File: config.mk
export PLATFORM = sky130hd
export DESIGN_NAME = gated_timer
export DESIGN_NICKNAME = d
export VERILOG_FILES = /design/src/hw/gtimer_pkg.sv /design/src/hw/gate_edge_unit.sv /design/src/hw/gated_timer.sv
export SDC_FILE = /design/constraint.sdc
export NUM_CORES = 1
export LEC_CHECK = 0
export BUFFER_PORTS_ARGS = -buffer_cell sky130_fd_sc_hd__buf_2
export CORE_MARGIN = 2
export CORE_UTILIZATION = 24
export DETAILED_ROUTE_END_ITERATION = 12
export HOLD_SLACK_MARGIN = 0.12
export SLEW_MARGIN = 30
export SYNTH_ARGS = -nofsm -noshare
export SYNTH_HDL_FRONTEND = slang
export SYNTH_HIERARCHICAL = 1
export SYNTH_SLANG_ARGS = --single-unit
File: constraint.sdc
create_clock -name clk -period 2.9 [get_ports clk]
set_clock_uncertainty 0.1 [all_clocks]
set_input_delay 0.58 -clock clk [delete_from_list [all_inputs] [get_ports clk]]
set_output_delay 0.58 -clock clk [all_outputs]
set_load 0.05 [all_outputs]
File: src/hw/gtimer_pkg.sv
// package for the gated timer: widths, reset values and carrier structs
// assumes nothing of its surroundings
`default_nettype none
package gtimer_pkg;

	// ==========================================================
	// counter constants
	localparam int           COUNT_W    = 16;
	localparam logic [15:0]  COUNT_MAX  = 16'hFFFF;
	localparam logic [15:0]  COUNT_ZERO = 16'h0000;
	localparam logic [15:0]  COUNT_RST  = 16'h0000;

	// ==========================================================
	// carrier structs
	typedef struct packed {
		logic on;
		logic sync_disable;
		logic gate_enable;
		logic gate_polarity;
		logic toggle_mode_enable;
		logic single_pulse_enable;
	} timer_cfg_type;

	typedef struct packed {
		logic overflow_irq_enable;
		logic gate_event_irq_enable;
		logic peripheral_irq_enable;
		logic global_irq_enable;
	} irq_cfg_type;

	typedef struct packed {
		logic       capture_mode;
		logic       compare_mode;
		logic       auto_conv;
		logic       capture_event;
		logic [15:0] capcomp;
	} capcomp_in_type;

endpackage
`default_nettype wire
File: src/hw/gate_edge_unit.sv
// gate path: toggle flip-flop, gate level and edge detection
// assumes gate_src is synchronous to clk
`timescale 1ns/1ps
`default_nettype none
module gate_edge_unit (
	input  wire logic clk,
	input  wire logic rst,
	input  wire logic gate_src,
	input  wire logic gate_polarity,
	input  wire logic toggle_mode_enable,
	output logic      gate_level,
	output logic      gate_rise,
	output logic      gate_fall
);
	// ==========================================================
	// toggle flip-flop and level
	logic src_q;
	logic tog_q;
	logic lvl_q;
	logic pol_src;

	assign pol_src = gate_src ~^ gate_polarity;

	always_ff @(posedge clk) begin
		if (rst) begin
			src_q <= 1'b0;
		end else begin
			src_q <= pol_src;
		end
	end

	// flip-flop held clear while toggle mode is off
	always_ff @(posedge clk) begin
		if (rst || !toggle_mode_enable) begin
			tog_q <= 1'b0;
		end else if (pol_src && !src_q) begin
			tog_q <= ~tog_q;
		end
	end

	always_ff @(posedge clk) begin
		if (rst) begin
			lvl_q <= 1'b0;
		end else begin
			lvl_q <= toggle_mode_enable ? tog_q : pol_src;
		end
	end

	assign gate_level = toggle_mode_enable ? tog_q : pol_src;
	assign gate_rise  = gate_level && !lvl_q;
	assign gate_fall  = !gate_level && lvl_q;

	a_fall_edge: assert property (@(posedge clk) disable iff (rst)
		gate_fall |-> $past(gate_level) && !gate_level)
		else $error("fall pulse without level drop");
endmodule
`default_nettype wire

File: src/hw/gated_timer.sv
// gated 16-bit timer with single-pulse gate, gate events and capture/compare base
// assumes all inputs synchronous to clk; tick is a one-cycle timer clock enable
`timescale 1ns/1ps
`default_nettype none
// Behaviour
// - after go/done, counting enables on next rising gate edge
// - go/done cleared by hardware on gate level falling edge
// - after done, gate events no longer increment until go/done set again
// - toggle and single-pulse together measure one full gate cycle
// - gate level status always shows gate level, even ungated
// - gate level falling edge sets gate event flag; irq needs enable
// - gate event flag sets even with gate enable cleared
// - counter counts to FFFF, wraps to 0000, sets overflow flag
// - overflow irq needs on, overflow, peripheral and global enables
// - in sleep, counts only asynchronously on a running external clock
// - overflow in sleep wakes device; vectors only with global enable
// - secondary oscillator keeps running in sleep
// - capture copies full counter into capture/compare pair on event
// - compare raises event when pair equals counter
// - auto-conversion clears counter without setting overflow flag
// - with auto-conversion the pair acts as period register
// - counter write in same cycle as auto clear wins
// - gated counting only while gate level matches polarity
module gated_timer (
	input  wire logic                       clk,
	input  wire logic                       rst,
	input  wire logic                       tick,
	input  wire logic                       ext_clock_running,
	input  wire logic                       sleep_mode,
	input  wire logic                       gate_src,
	input  wire gtimer_pkg::timer_cfg_type  cfg,
	input  wire gtimer_pkg::irq_cfg_type    irq_cfg,
	input  wire gtimer_pkg::capcomp_in_type cc_in,
	input  wire logic                       pulse_go_set,
	input  wire logic                       pulse_go_clr,
	input  wire logic                       count_high_we,
	input  wire logic                       count_low_we,
	input  wire logic [7:0]                 count_wdata,
	input  wire logic                       overflow_flag_clr,
	input  wire logic                       gate_event_flag_clr,
	input  wire logic                       secondary_osc_enable,
	output logic [15:0]                     count,
	output logic                            pulse_go_done,
	output logic                            gate_level_status,
	output logic                            gate_event_flag,
	output logic                            gate_irq,
	output logic                            overflow_flag,
	output logic                            overflow_irq,
	output logic                            wake,
	output logic [15:0]                     capture_value,
	output logic                            capture_valid,
	output logic                            compare_event,
	output logic                            secondary_osc_run
);
	// ==========================================================
	// gate path
	logic gate_level;
	logic gate_rise;
	logic gate_fall;

	gate_edge_unit u_gate (
		.clk                (clk),
		.rst                (rst),
		.gate_src           (gate_src),
		.gate_polarity      (cfg.gate_polarity),
		.toggle_mode_enable (cfg.toggle_mode_enable),
		.gate_level         (gate_level),
		.gate_rise          (gate_rise),
		.gate_fall          (gate_fall)
	);

	assign gate_level_status = gate_level;

	// ==========================================================
	// single-pulse control
	logic go_q;
	logic armed_q;

	always_ff @(posedge clk) begin
		if (rst) begin
			go_q <= 1'b0;
		end else if (pulse_go_set) begin
			go_q <= 1'b1;
		end else if (pulse_go_clr || (cfg.single_pulse_enable && gate_fall && go_q)) begin
			go_q <= 1'b0;
		end
	end

	// armed from the rising gate edge after go until done
	always_ff @(posedge clk) begin
		if (rst) begin
			armed_q <= 1'b0;
		end else if (!go_q || gate_fall) begin
			armed_q <= 1'b0;
		end else if (gate_rise) begin
			armed_q <= 1'b1;
		end
	end

	assign pulse_go_done = go_q;

	// ==========================================================
	// count enable
	logic gate_ok;
	logic sleep_ok;
	logic count_en;
	logic auto_clr;
	logic period_hit;

	always_comb begin
		if (!cfg.gate_enable) begin
			gate_ok = 1'b1;
		end else if (cfg.single_pulse_enable) begin
			gate_ok = armed_q && gate_level;
		end else begin
			gate_ok = gate_level;
		end
	end

	assign sleep_ok = !sleep_mode || (cfg.sync_disable && ext_clock_running);
	assign count_en = cfg.on && tick && gate_ok && sleep_ok;

	// ==========================================================
	// counter
	logic [15:0] count_q;
	logic        wrap;

	assign period_hit    = cc_in.compare_mode && (cc_in.capcomp == count_q);
	assign compare_event = period_hit;
	assign auto_clr      = period_hit && cc_in.auto_conv;
	assign wrap          = count_en && (count_q == gtimer_pkg::COUNT_MAX) && !auto_clr;

	always_ff @(posedge clk) begin
		if (rst) begin
			count_q <= gtimer_pkg::COUNT_RST;
		end else if (count_high_we || count_low_we) begin
			if (count_high_we) begin
				count_q[15:8] <= count_wdata;
			end
			if (count_low_we) begin
				count_q[7:0] <= count_wdata;
			end
		end else if (auto_clr) begin
			count_q <= gtimer_pkg::COUNT_ZERO;
		end else if (count_en) begin
			count_q <= count_q + 16'h0001;
		end
	end

	assign count = count_q;

	// ==========================================================
	// flags, set wins over clear
	logic ovf_q;
	logic gev_q;

	always_ff @(posedge clk) begin
		if (rst) begin
			ovf_q <= 1'b0;
		end else if (wrap && !(count_high_we || count_low_we)) begin
			ovf_q <= 1'b1;
		end else if (overflow_flag_clr) begin
			ovf_q <= 1'b0;
		end
	end

	always_ff @(posedge clk) begin
		if (rst) begin
			gev_q <= 1'b0;
		end else if (gate_fall) begin
			gev_q <= 1'b1;
		end else if (gate_event_flag_clr) begin
			gev_q <= 1'b0;
		end
	end

	assign overflow_flag   = ovf_q;
	assign gate_event_flag = gev_q;
	assign gate_irq        = gev_q && irq_cfg.gate_event_irq_enable;
	assign overflow_irq    = ovf_q && cfg.on && irq_cfg.overflow_irq_enable
		&& irq_cfg.peripheral_irq_enable && irq_cfg.global_irq_enable;
	assign wake = sleep_mode && ovf_q && cfg.on && cfg.sync_disable
		&& irq_cfg.overflow_irq_enable && irq_cfg.peripheral_irq_enable;
	assign secondary_osc_run = secondary_osc_enable;

	// ==========================================================
	// capture
	logic [15:0] cap_q;
	logic        capv_q;

	always_ff @(posedge clk) begin
		if (rst) begin
			cap_q  <= gtimer_pkg::COUNT_RST;
			capv_q <= 1'b0;
		end else begin
			capv_q <= cc_in.capture_mode && cc_in.capture_event;
			if (cc_in.capture_mode && cc_in.capture_event) begin
				cap_q <= count_q;
			end
		end
	end

	assign capture_value = cap_q;
	assign capture_valid = capv_q;

	// ==========================================================
	// checks
	a_wrap_sets_ovf: assert property (@(posedge clk) disable iff (rst)
		wrap && !count_high_we && !count_low_we |=> ovf_q && count_q == 16'h0000)
		else $error("wrap did not set overflow");
	a_ovf_sticky: assert property (@(posedge clk) disable iff (rst)
		ovf_q && !overflow_flag_clr |=> ovf_q)
		else $error("overflow flag dropped");
	a_auto_no_ovf: assert property (@(posedge clk) disable iff (rst)
		auto_clr && !count_high_we && !count_low_we && !ovf_q |=> count_q == 16'h0000 && !ovf_q)
		else $error("auto clear wrong");
	a_write_wins: assert property (@(posedge clk) disable iff (rst)
		auto_clr && count_high_we && count_low_we |=> count_q == {2{$past(count_wdata)}})
		else $error("write lost to auto clear");
	a_done_clears: assert property (@(posedge clk) disable iff (rst)
		cfg.single_pulse_enable && go_q && gate_fall && !pulse_go_set |=> !go_q)
		else $error("go/done not cleared");
	a_no_count_done: assert property (@(posedge clk) disable iff (rst)
		cfg.gate_enable && cfg.single_pulse_enable && !go_q && !armed_q && !auto_clr
		&& !count_high_we && !count_low_we |=> count_q == $past(count_q))
		else $error("count after done");
	a_gate_event: assert property (@(posedge clk) disable iff (rst)
		gate_fall |=> gev_q)
		else $error("gate event flag not set");
	a_gate_hold: assert property (@(posedge clk) disable iff (rst)
		cfg.gate_enable && !cfg.single_pulse_enable && !gate_level && !auto_clr
		&& !count_high_we && !count_low_we |=> count_q == $past(count_q))
		else $error("count while gate closed");
	a_capture_copy: assert property (@(posedge clk) disable iff (rst)
		cc_in.capture_mode && cc_in.capture_event |=> cap_q == $past(count_q))
		else $error("capture value wrong");
	a_sleep_hold: assert property (@(posedge clk) disable iff (rst)
		sleep_mode && !cfg.sync_disable && !auto_clr
		&& !count_high_we && !count_low_we |=> count_q == $past(count_q))
		else $error("counted in sleep");

	c_pulse_done: cover property (@(posedge clk) disable iff (rst) go_q ##1 !go_q);
	c_wrap:       cover property (@(posedge clk) disable iff (rst) wrap);
	c_auto:       cover property (@(posedge clk) disable iff (rst) auto_clr);
	c_wake:       cover property (@(posedge clk) disable iff (rst) wake);
endmodule
`default_nettype wire

==> impl_metrics.csv, run 1 <==
group,metric,value,unit
timing,fin_crit_sh,94.4,%
placed_design,hpwl,5780,um
synthesis,syn_area_per_cell,7.50,um2
critical_path,critPathLaunchType,"register",
finish,final_core_util,32.0,%
timing,rsz0062_at_grt,"no",
critical_path,end_kind,"output port",
placed_design,io_buffers,90,
timing,maxSlewViolCount,0,
clock_tree,cts_made_buffers,5,
timing,fin_crit,2.74,ns
synthesis,synth_edf_count,0,
power,p_leak,1.23,nW
finish,area_growth,30.7,%
clock_tree,clk_path_buf_depth,2,
die,initial_core_util,24.5,%
die,die_h,101,um
timing,max_slew_margin,56.0,%
job,cap_violations,0,
drt,drtIter0Drc,245,
synthesis,synth_cells,299,
clock_tree,ctsHoldBuffers,0,
finish,nFillCells,993,
grt,grt_usage,15.0,%
drt,drc,0,
synthesis,yosys-top-cells-count,"nand2_1 (51), dfxtp_1 (40), a21oi_1 (33)",
power,switching_share,33.1,%
timing,hold-worst-slack,0.358,ns
finish,antenna_cells,0,
clock_tree,cts_resized,0,
clock_tree,post_cts_buffers,0,
clock_tree,cts_tree,"done",
finish,drive_above_1_share,30.2,%
power,comb_power_share,21.9,%
min_path,hold_start,"capture_value[8]",
placed_design,gp_congestion,0.923,
critical_path,crit_start,"count[0]",
drt,drt_pass1_iterations,5,
clock_tree,insertion_delay,0.30,ns
drt,wire_per_inst,15.3,um
synthesis,synth_area_leaders,"dfxtp_1 (36%), nand2_1 (8.5%), a21oi_1 (7.4%)",
synthesis,synth_flop_cell,"dfxtp_1",
timing,setup_viol,0,
power,p_clk_share,34.6,%
die,die_w,101,um
power,power.internal,934,uW
drt,antenna_left,0,
grt,grt_pass1_wl,11800,um
synthesis,syn-cell-area,0.00224,mm2
critical_path,arrival,2.06,ns
grt,grt_max_degree,38,
synthesis,synth-warning-count,6,
timing,hold_viol,0,
critical_path,crit_type,"register to output port",
power,p_per_area,476,mW/mm2
clock_tree,numClockSinks,40,
timing,worstMarginPinSlew,0.660,ns
status,outcome,"completed",
synthesis,synth_top_cell_by_area,"dfxtp_1",
critical_path,path_max_fanout,10,
die,pin_count,93,
min_path,hold_class,"register to register",
synthesis,async_flop_share,0,%
drt,wirelength,7620,um
synthesis,synthesis.nets,351,
die,core_region_area,0.00915,mm2
clock_tree,root_buffer,"clkbuf_8",
critical_path,reg2reg_from,"count[0]",
finish,nets,439,
die,rows,35,
synthesis,yosysMostFrequentCell,"nand2_1",
die,dieArea,0.0101,mm2
synthesis,synth_top_area_share,35.7,%
power,p_switching,463,uW
critical_path,crit_required,2.22,ns
grt,grt_pass1_vias,2307,
synthesis,ys_ff_latch,40,
drt,vias,2544,
placed_design,pre_cts_slack,0.344,ns
synthesis,yosysSeqAreaShare,35.7,%
power,seqPwrFrac,43.5,%
clock_tree,h-tree-depth,2,
timing,setup_tns,0,ns
power,peakVddDrop,0.233,mV
synthesis,yosysUniqueCellTypes,55,
drt,viasPerCell,5.10,
grt,antenna_found_initial,0,
grt,grt_overflow_total,0,
timing,setup_ws,0.164,ns
clock_tree,cts.clk_slew.worst_paths,0.08,ns
timing,max_clock_freq,365,MHz
cell usage in the layout (no fill, tap or decap), types with 5 or more instances in the layout:
cell type,instances
nor3_1,7
nand3_1,12
o21ai_0,14
clkbuf_8,5
nand4_1,8
dfxtp_1,40
o22ai_1,8
buf_2,90
xnor2_1,11
a21oi_1,33
nor2_1,18
nand2_1,51
buf_4,8
inv_1,17
and2_1,5
cell families after synthesis:
family / count (synthesis) / share of synthesized area, %
buffers and inverters: 34 / 6.25
adder cells (fa/ha/maj): 1 / 0.558
flip-flops: 40 / 35.7
XOR/XNOR: 14 / 5.47
AO/OA/AOI/OAI: 82 / 22.8
AND/OR/NAND/NOR: 128 / 29.3
critical path, stage by stage (launching register included):
cell and delay [ns]:
dfxtp_1 0.61, nand2b_1 0.18, o2111ai_2 0.13, nor4_4 0.37, and2_1 0.20, buf_2 0.26
registers in the layout, summed over array words and instances (netlist names):
signal           cells
overflow_flag        1
capture_value       16
u_gate/src_q         1
pulse_go_done        1
capture_valid        1
count               16
armed_q              1
u_gate/lvl_q         1
gate_event_flag      1
u_gate/tog_q         1
final timing paths:
path                      end  slack [ns]  cells after the start
min reg2reg  capture_value[8]        0.36                      2
max             compare_event        0.16                      5
max reg2reg         count[12]        0.47                      7
min          capture_value[8]        0.36                      2
power by group through the flow:
stage	clock network [mW]	registers, mW	logic [mW]
CTS	0.497	0.607	0.307
finish	0.483	0.608	0.306
floorplan	0	0.688	0.131
global placement	0	0.619	0.302
detailed placement	0	0.620	0.306
global route	0.518	0.611	0.332
per-layer routing:
metal  part of all wire [%]  global-route usage [%]  vias up
met5                      0                       0        -
met3                    9.9                    3.47       14
met1                     42                    19.8     1153
li1                       -                       -     1234
met4                    1.8                    4.64        0
met2                     46                    24.3      143
metrics by stage:
step / power [mW] / instance area [um2] / cells
final: 1.40 / 2930 / 499
after global routing: 1.46 / 2930 / 499
after CTS: 1.41 / 2930 / 499
after detailed placement: 0.925 / 2820 / 491
after global placement: 0.921 / 2820 / 491
after floorplan: 0.819 / 2240 / 299
cell type report:
class	instances	area [um2]	share of cell area [%]
sequential	40	801	27.3
timing repair buffer	98	510	17.4
tap	111	139	4.74
inverter	17	63.8	2.18
clock inverter	3	46.3	1.58
clock buffer	5	68.8	2.35
multi-input combinational	225	1300	44.4
Power figures use the tool's default switching activity.
==> run 2: changes to the inputs <==
--- a/config.mk
+++ b/config.mk
@@ -5,7 +5,9 @@
 export SDC_FILE = /design/constraint.sdc
 export NUM_CORES = 1
 export LEC_CHECK = 0
+export ABC_AREA = 1
 export BUFFER_PORTS_ARGS = -buffer_cell sky130_fd_sc_hd__buf_2
+export CAP_MARGIN = 20
 export CORE_MARGIN = 2
 export CORE_UTILIZATION = 24
 export DETAILED_ROUTE_END_ITERATION = 12
==> impl_metrics.csv, run 2 <==
group,metric,value,unit
synthesis,yosysUniqueCellTypes,30,
timing,max_clock_freq,369,MHz
min_path,hold_class,"register to register",
placed_design,io_buffers,90,
timing,setup_tns,0,ns
synthesis,synth_top_cell_by_area,"dfxtp_1",
synthesis,synth_top_area_share,31.6,%
die,die_w,107,um
synthesis,syn-cell-area,0.00253,mm2
clock_tree,clk_path_buf_depth,2,
power,p_per_area,475,mW/mm2
finish,layout_common_cells,"nand2_1 (113), buf_2 (90), nor2_1 (63), inv_1 (47), dfxtp_1 (40)",
grt,grt_overflow_total,0,
placed_design,hpwl,6890,um
synthesis,yosys-top-cells-count,"nand2_1 (113), nor2_1 (63), inv_1 (47)",
synthesis,synth_edf_count,0,
critical_path,crit_required,2.22,ns
timing,max_slew_margin,44.5,%
drt,antenna_left,0,
critical_path,path_max_fanout,6,
clock_tree,cts_resized,0,
clock_tree,cts_tree,"done",
drt,drt_pass1_iterations,4,
finish,nets,549,
placed_design,gp_congestion,0.917,
clock_tree,numClockSinks,40,
die,core_region_area,0.0103,mm2
power,peakVddDrop,0.259,mV
clock_tree,insertion_delay,0.31,ns
synthesis,synth_cells,410,
job,cap_violations,0,
power,p_switching,565,uW
critical_path,arrival,2.03,ns
drt,drc,0,
finish,drive_above_1_share,24.1,%
timing,setup_viol,0,
die,rows,37,
die,initial_core_util,24.7,%
grt,antenna_found_initial,0,
finish,final_common_cell,"nand2_1",
critical_path,crit_type,"register to output port",
synthesis,synth_area_leaders,"dfxtp_1 (32%), nand2_1 (17%), nor2_1 (9.3%)",
die,dieArea,0.0114,mm2
critical_path,critPathLaunchType,"register",
power,p_clk_share,31.1,%
synthesis,synthesis.nets,462,
finish,antenna_cells,0,
power,switching_share,36.9,%
drt,wire_per_inst,13.8,um
critical_path,end_kind,"output port",
clock_tree,cts.clk_slew.worst_paths,0.09,ns
power,comb_power_share,28.1,%
timing,fin_crit,2.71,ns
synthesis,yosysMostFrequentCell,"nand2_1",
finish,nFillCells,1156,
grt,grt_max_degree,33,
timing,rsz0062_at_grt,"no",
die,pin_count,93,
synthesis,yosysSeqAreaShare,31.6,%
clock_tree,h-tree-depth,2,
timing,worstMarginPinSlew,0.831,ns
grt,grt_usage,15.4,%
drt,viasPerCell,4.59,
drt,drtIter0Drc,192,
critical_path,slowest_delay,0.50,ns
critical_path,r2r_setup_slack,0.81,ns
power,power.internal,965,uW
critical_path,crit_chain,"inv_2 > nand2_1 > o21ai_0 > nor4_1 > nand4_1 > nor3_2 > buf_2",
critical_path,crit_buf_inv,2,
grt,grt_pass1_vias,2726,
synthesis,ys_ff_latch,40,
clock_tree,ctsHoldBuffers,0,
power,seqPwrFrac,40.9,%
finish,area_growth,27.3,%
timing,fin_crit_sh,93.4,%
power,p_leak,1.69,nW
timing,hold_viol,0,
placed_design,pre_cts_slack,0.419,ns
grt,grt_pass1_wl,13600,um
clock_tree,post_cts_buffers,0,
synthesis,async_flop_share,0,%
drt,vias,2908,
die,die_h,107,um
synthesis,synth_flop_cell,"dfxtp_1",
status,outcome,"completed",
clock_tree,cts_made_buffers,5,
timing,maxSlewViolCount,0,
critical_path,cp_top_family,"simple AND/OR/NAND/NOR gates",
synthesis,syn_area_per_cell,6.18,um2
clock_tree,root_buffer,"clkbuf_8",
timing,setup_ws,0.192,ns
synthesis,synth-warning-count,6,
critical_path,cp_slowest_cell,"dfxtp_1",
drt,wirelength,8730,um
## run 2: worst reg2reg max path: stages, from the launching register on
cell and delay (ns):
dfxtp_1 0.42, inv_1 0.18, or2_2 0.33, nand3_1 0.09, nor2_1 0.07, nand4_4 0.16, nand2_4 0.09, a21oi_1 0.41
nor2_1 0.08, nor2_1 0.10
## run 2: power by group through the flow
stage	clock [mW]	combinational [mW]	sequential (mW)
global placement	0	0.427	0.637
detailed placement	0	0.429	0.638
floorplan	0	0.186	0.745
CTS	0.486	0.430	0.625
global route	0.503	0.471	0.631
finish	0.476	0.429	0.625
## run 2: worst paths after layout
check,start,to,cells past startpoint
max,count[3],compare_event,7
min,pulse_go_done,armed_q,2
max reg2reg,count[7],count[2],9
min reg2reg,pulse_go_done,armed_q,2
## run 2: logic make-up after synthesis
kind of cell	after synthesis	share of synthesized area, %
simple gates	237	41.7
fa+ha+maj	1	0.494
flops	40	31.6
xor+xnor	13	4.49
buf+inv	65	10.6
compound gates	54	11.2
## run 2: layout make-up
| cell class | instances | area (um2) | area share [%] |
|---|---|---|---|
| clock inverter | 3 | 42.5 | 1.32 |
| multi-input combinational | 305 | 1470 | 45.6 |
| inverter | 51 | 191 | 5.94 |
| clock buffer | 5 | 68.8 | 2.13 |
| timing repair buffer | 94 | 480 | 14.9 |
| tap | 136 | 170 | 5.28 |
| sequential | 40 | 801 | 24.8 |
## run 2: metrics by stage
| step | area, um2 | util, % | instances | hold WS (ns) | power, mW |
|---|---|---|---|---|---|
| final | 3220 | 31.4 | 634 | 0.363 | 1.53 |
| after global routing | 3220 | 31.4 | 634 | 0.397 | 1.60 |
| after CTS | 3220 | 31.4 | 634 | 0.368 | 1.54 |
| after detailed placement | 3110 | 30.3 | 626 | 0.356 | 1.07 |
| after global placement | 3110 | 30.3 | 626 | 0.352 | 1.06 |
| after floorplan | 2540 | - | 410 | 0.367 | 0.931 |
## run 2: metal layers
metal / vias up / global-route usage (%) / routed length, um
met2: 147 / 25.6 / 3900
met3: 9 / 3.22 / 851
li1: 1470 / - / -
met4: 0 / 4.45 / 102
met5: - / 0 / 0
met1: 1282 / 20.0 / 3880
==> run 3: changes to the inputs <==
--- a/config.mk
+++ b/config.mk
@@ -12,6 +12,7 @@
 export CORE_UTILIZATION = 24
 export DETAILED_ROUTE_END_ITERATION = 12
 export HOLD_SLACK_MARGIN = 0.12
+export PLACE_DENSITY_LB_ADDON = 0.2
 export SLEW_MARGIN = 30
 export SYNTH_ARGS = -nofsm -noshare
 export SYNTH_HDL_FRONTEND = slang
==> impl_metrics.csv, run 3 (synthesis results as in run 2) <==
group,metric,value,unit
clock_tree,clk_path_buf_depth,2,
power,switching_share,38.9,%
finish,finalNonFillerCells,638,
timing,hold_viol,0,
placed_design,io_buffers,90,
critical_path,reg2reg_from,"count[1]",
drt,wire_per_inst,13.8,um
clock_tree,root_buffer,"clkbuf_8",
critical_path,crit_required,2.22,ns
clock_tree,cts_tree,"done",
finish,multi_input_area,0.00147,mm2
clock_tree,numClockSinks,40,
placed_design,placed_cells,630,
timing,maxSlewViolCount,0,
critical_path,arrival,1.98,ns
drt,wirelength,8830,um
die,die_h,107,um
critical_path,r2r_setup_slack,0.82,ns
power,seqPwrFrac,43.1,%
critical_path,regToRegEndpoint,"count[8]",
critical_path,path_max_fanout,7,
timing,max_slew_margin,46.3,%
timing,setup_tns,0,ns
finish,final_core_util,31.4,%
clock_tree,post_cts_buffers,0,
drt,vias,2958,
placed_design,hpwl,6840,um
grt,grt_pass1_vias,2689,
status,outcome,"completed",
critical_path,crit_buf_inv,2,
job,cap_violations,0,
critical_path,cp_top_family,"simple AND/OR/NAND/NOR gates",
grt,grt_overflow_total,0,
drt,antenna_left,0,
finish,nFillCells,1188,
critical_path,critPathLaunchType,"register",
grt,grt_max_degree,33,
die,core_region_area,0.0103,mm2
die,die_w,107,um
placed_design,gp_congestion,0.847,
drt,viasPerCell,4.64,
grt,antenna_found_initial,0,
clock_tree,cts_made_buffers,5,
power,p_per_area,447,mW/mm2
timing,fin_crit,2.66,ns
finish,layout_common_cells,"nand2_1 (113), buf_2 (90), nor2_1 (63), inv_1 (47), dfxtp_1 (40)",
critical_path,reg2reg_depth,11,
timing,rsz0062_at_grt,"no",
power,peakVddDrop,0.226,mV
clock_tree,h-tree-depth,2,
power,power.internal,883,uW
min_path,holdPathStages,2,
die,rows,37,
clock_tree,cts_resized,0,
clock_tree,cts.clk_slew.worst_paths,0.09,ns
grt,grt_usage,15.4,%
drt,drc,0,
clock_tree,ctsHoldBuffers,0,
die,initial_core_util,24.7,%
grt,grt_pass1_wl,13900,um
timing,max_clock_freq,377,MHz
drt,drtIter0Drc,235,
power,p_clk_share,26.6,%
critical_path,cp_slowest_cell,"dfxtp_1",
clock_tree,insertion_delay,0.29,ns
min_path,hold_end,"armed_q",
finish,antenna_cells,0,
finish,area_growth,27.5,%
finish,drive_above_1_share,24.7,%
min_path,hold_class,"register to register",
finish,final_common_cell,"nand2_1",
die,pin_count,93,
timing,worstMarginPinSlew,0.805,ns
critical_path,slowest_delay,0.52,ns
power,p_switching,562,uW
power,comb_power_share,30.2,%
critical_path,crit_chain,"inv_2 > nand2_1 > nand4_1 > or4_1 > nor3_2 > buf_2",
finish,nets,553,
min_path,hold_start,"pulse_go_done",
critical_path,crit_type,"register to output port",
power,p_leak,1.71,nW
timing,fin_crit_sh,91.6,%
critical_path,end_kind,"output port",
die,dieArea,0.0114,mm2
finish,seq_area,801,um2
drt,drt_pass1_iterations,5,
timing,setup_viol,0,
run 3: cell type report:
class | instances | share of cell area (%)
clock buffer | 5 | 2.13
clock inverter | 3 | 0.581
inverter | 51 | 5.93
multi-input combinational | 305 | 45.5
sequential | 40 | 24.8
tap | 136 | 5.27
timing repair buffer | 98 | 15.8
run 3: layer usage:
metal  vias to the layer above  GRT usage [%]  wire (um)
met1                      1332           20.5       4070
met3                        13           3.89        785
met5                         -              0          0
li1                       1483              -          -
met4                         0           3.62        141
met2                       130           25.2       3830
run 3: worst max-delay path by stage:
stage                         end      start  depth (start not counted)  slack, ns
finish              compare_event   count[6]                          6       0.24
global route        compare_event   count[5]                          7       0.11
CTS                 compare_event   count[0]                          6       0.24
detailed placement  compare_event  cc_in[13]                          7       0.40
global placement    compare_event  cc_in[13]                          7       0.40
floorplan           compare_event   count[0]                          5       0.11
run 3: metrics by stage:
stage	power, mW	area, um2	worst slack, ns	hold WS (ns)
finish	1.45	3230	0.244	0.367
detailed placement	1.07	3140	0.398	0.359
CTS	1.47	3230	0.238	0.372
floorplan	0.931	2540	0.114	0.367
global placement	1.07	3140	0.397	0.360
global route	1.53	3230	0.107	0.414
run 3: worst reg2reg max path, delay by kind of cell (launching register included):
family / cells / cell delay [ns]
fa+ha+maj: 1 / 0.22
simple gates: 6 / 0.85
buf+inv: 1 / 0.09
flops: 1 / 0.44
compound gates: 3 / 0.33
run 3: power groups by stage:
stage / Sequential (mW) / Combinational (mW) / Clock [mW]
after global placement: 0.636 / 0.436 / 0
after CTS: 0.624 / 0.439 / 0.404
after global routing: 0.628 / 0.479 / 0.425
after detailed placement: 0.636 / 0.437 / 0
final: 0.623 / 0.437 / 0.385
after floorplan: 0.745 / 0.186 / 0
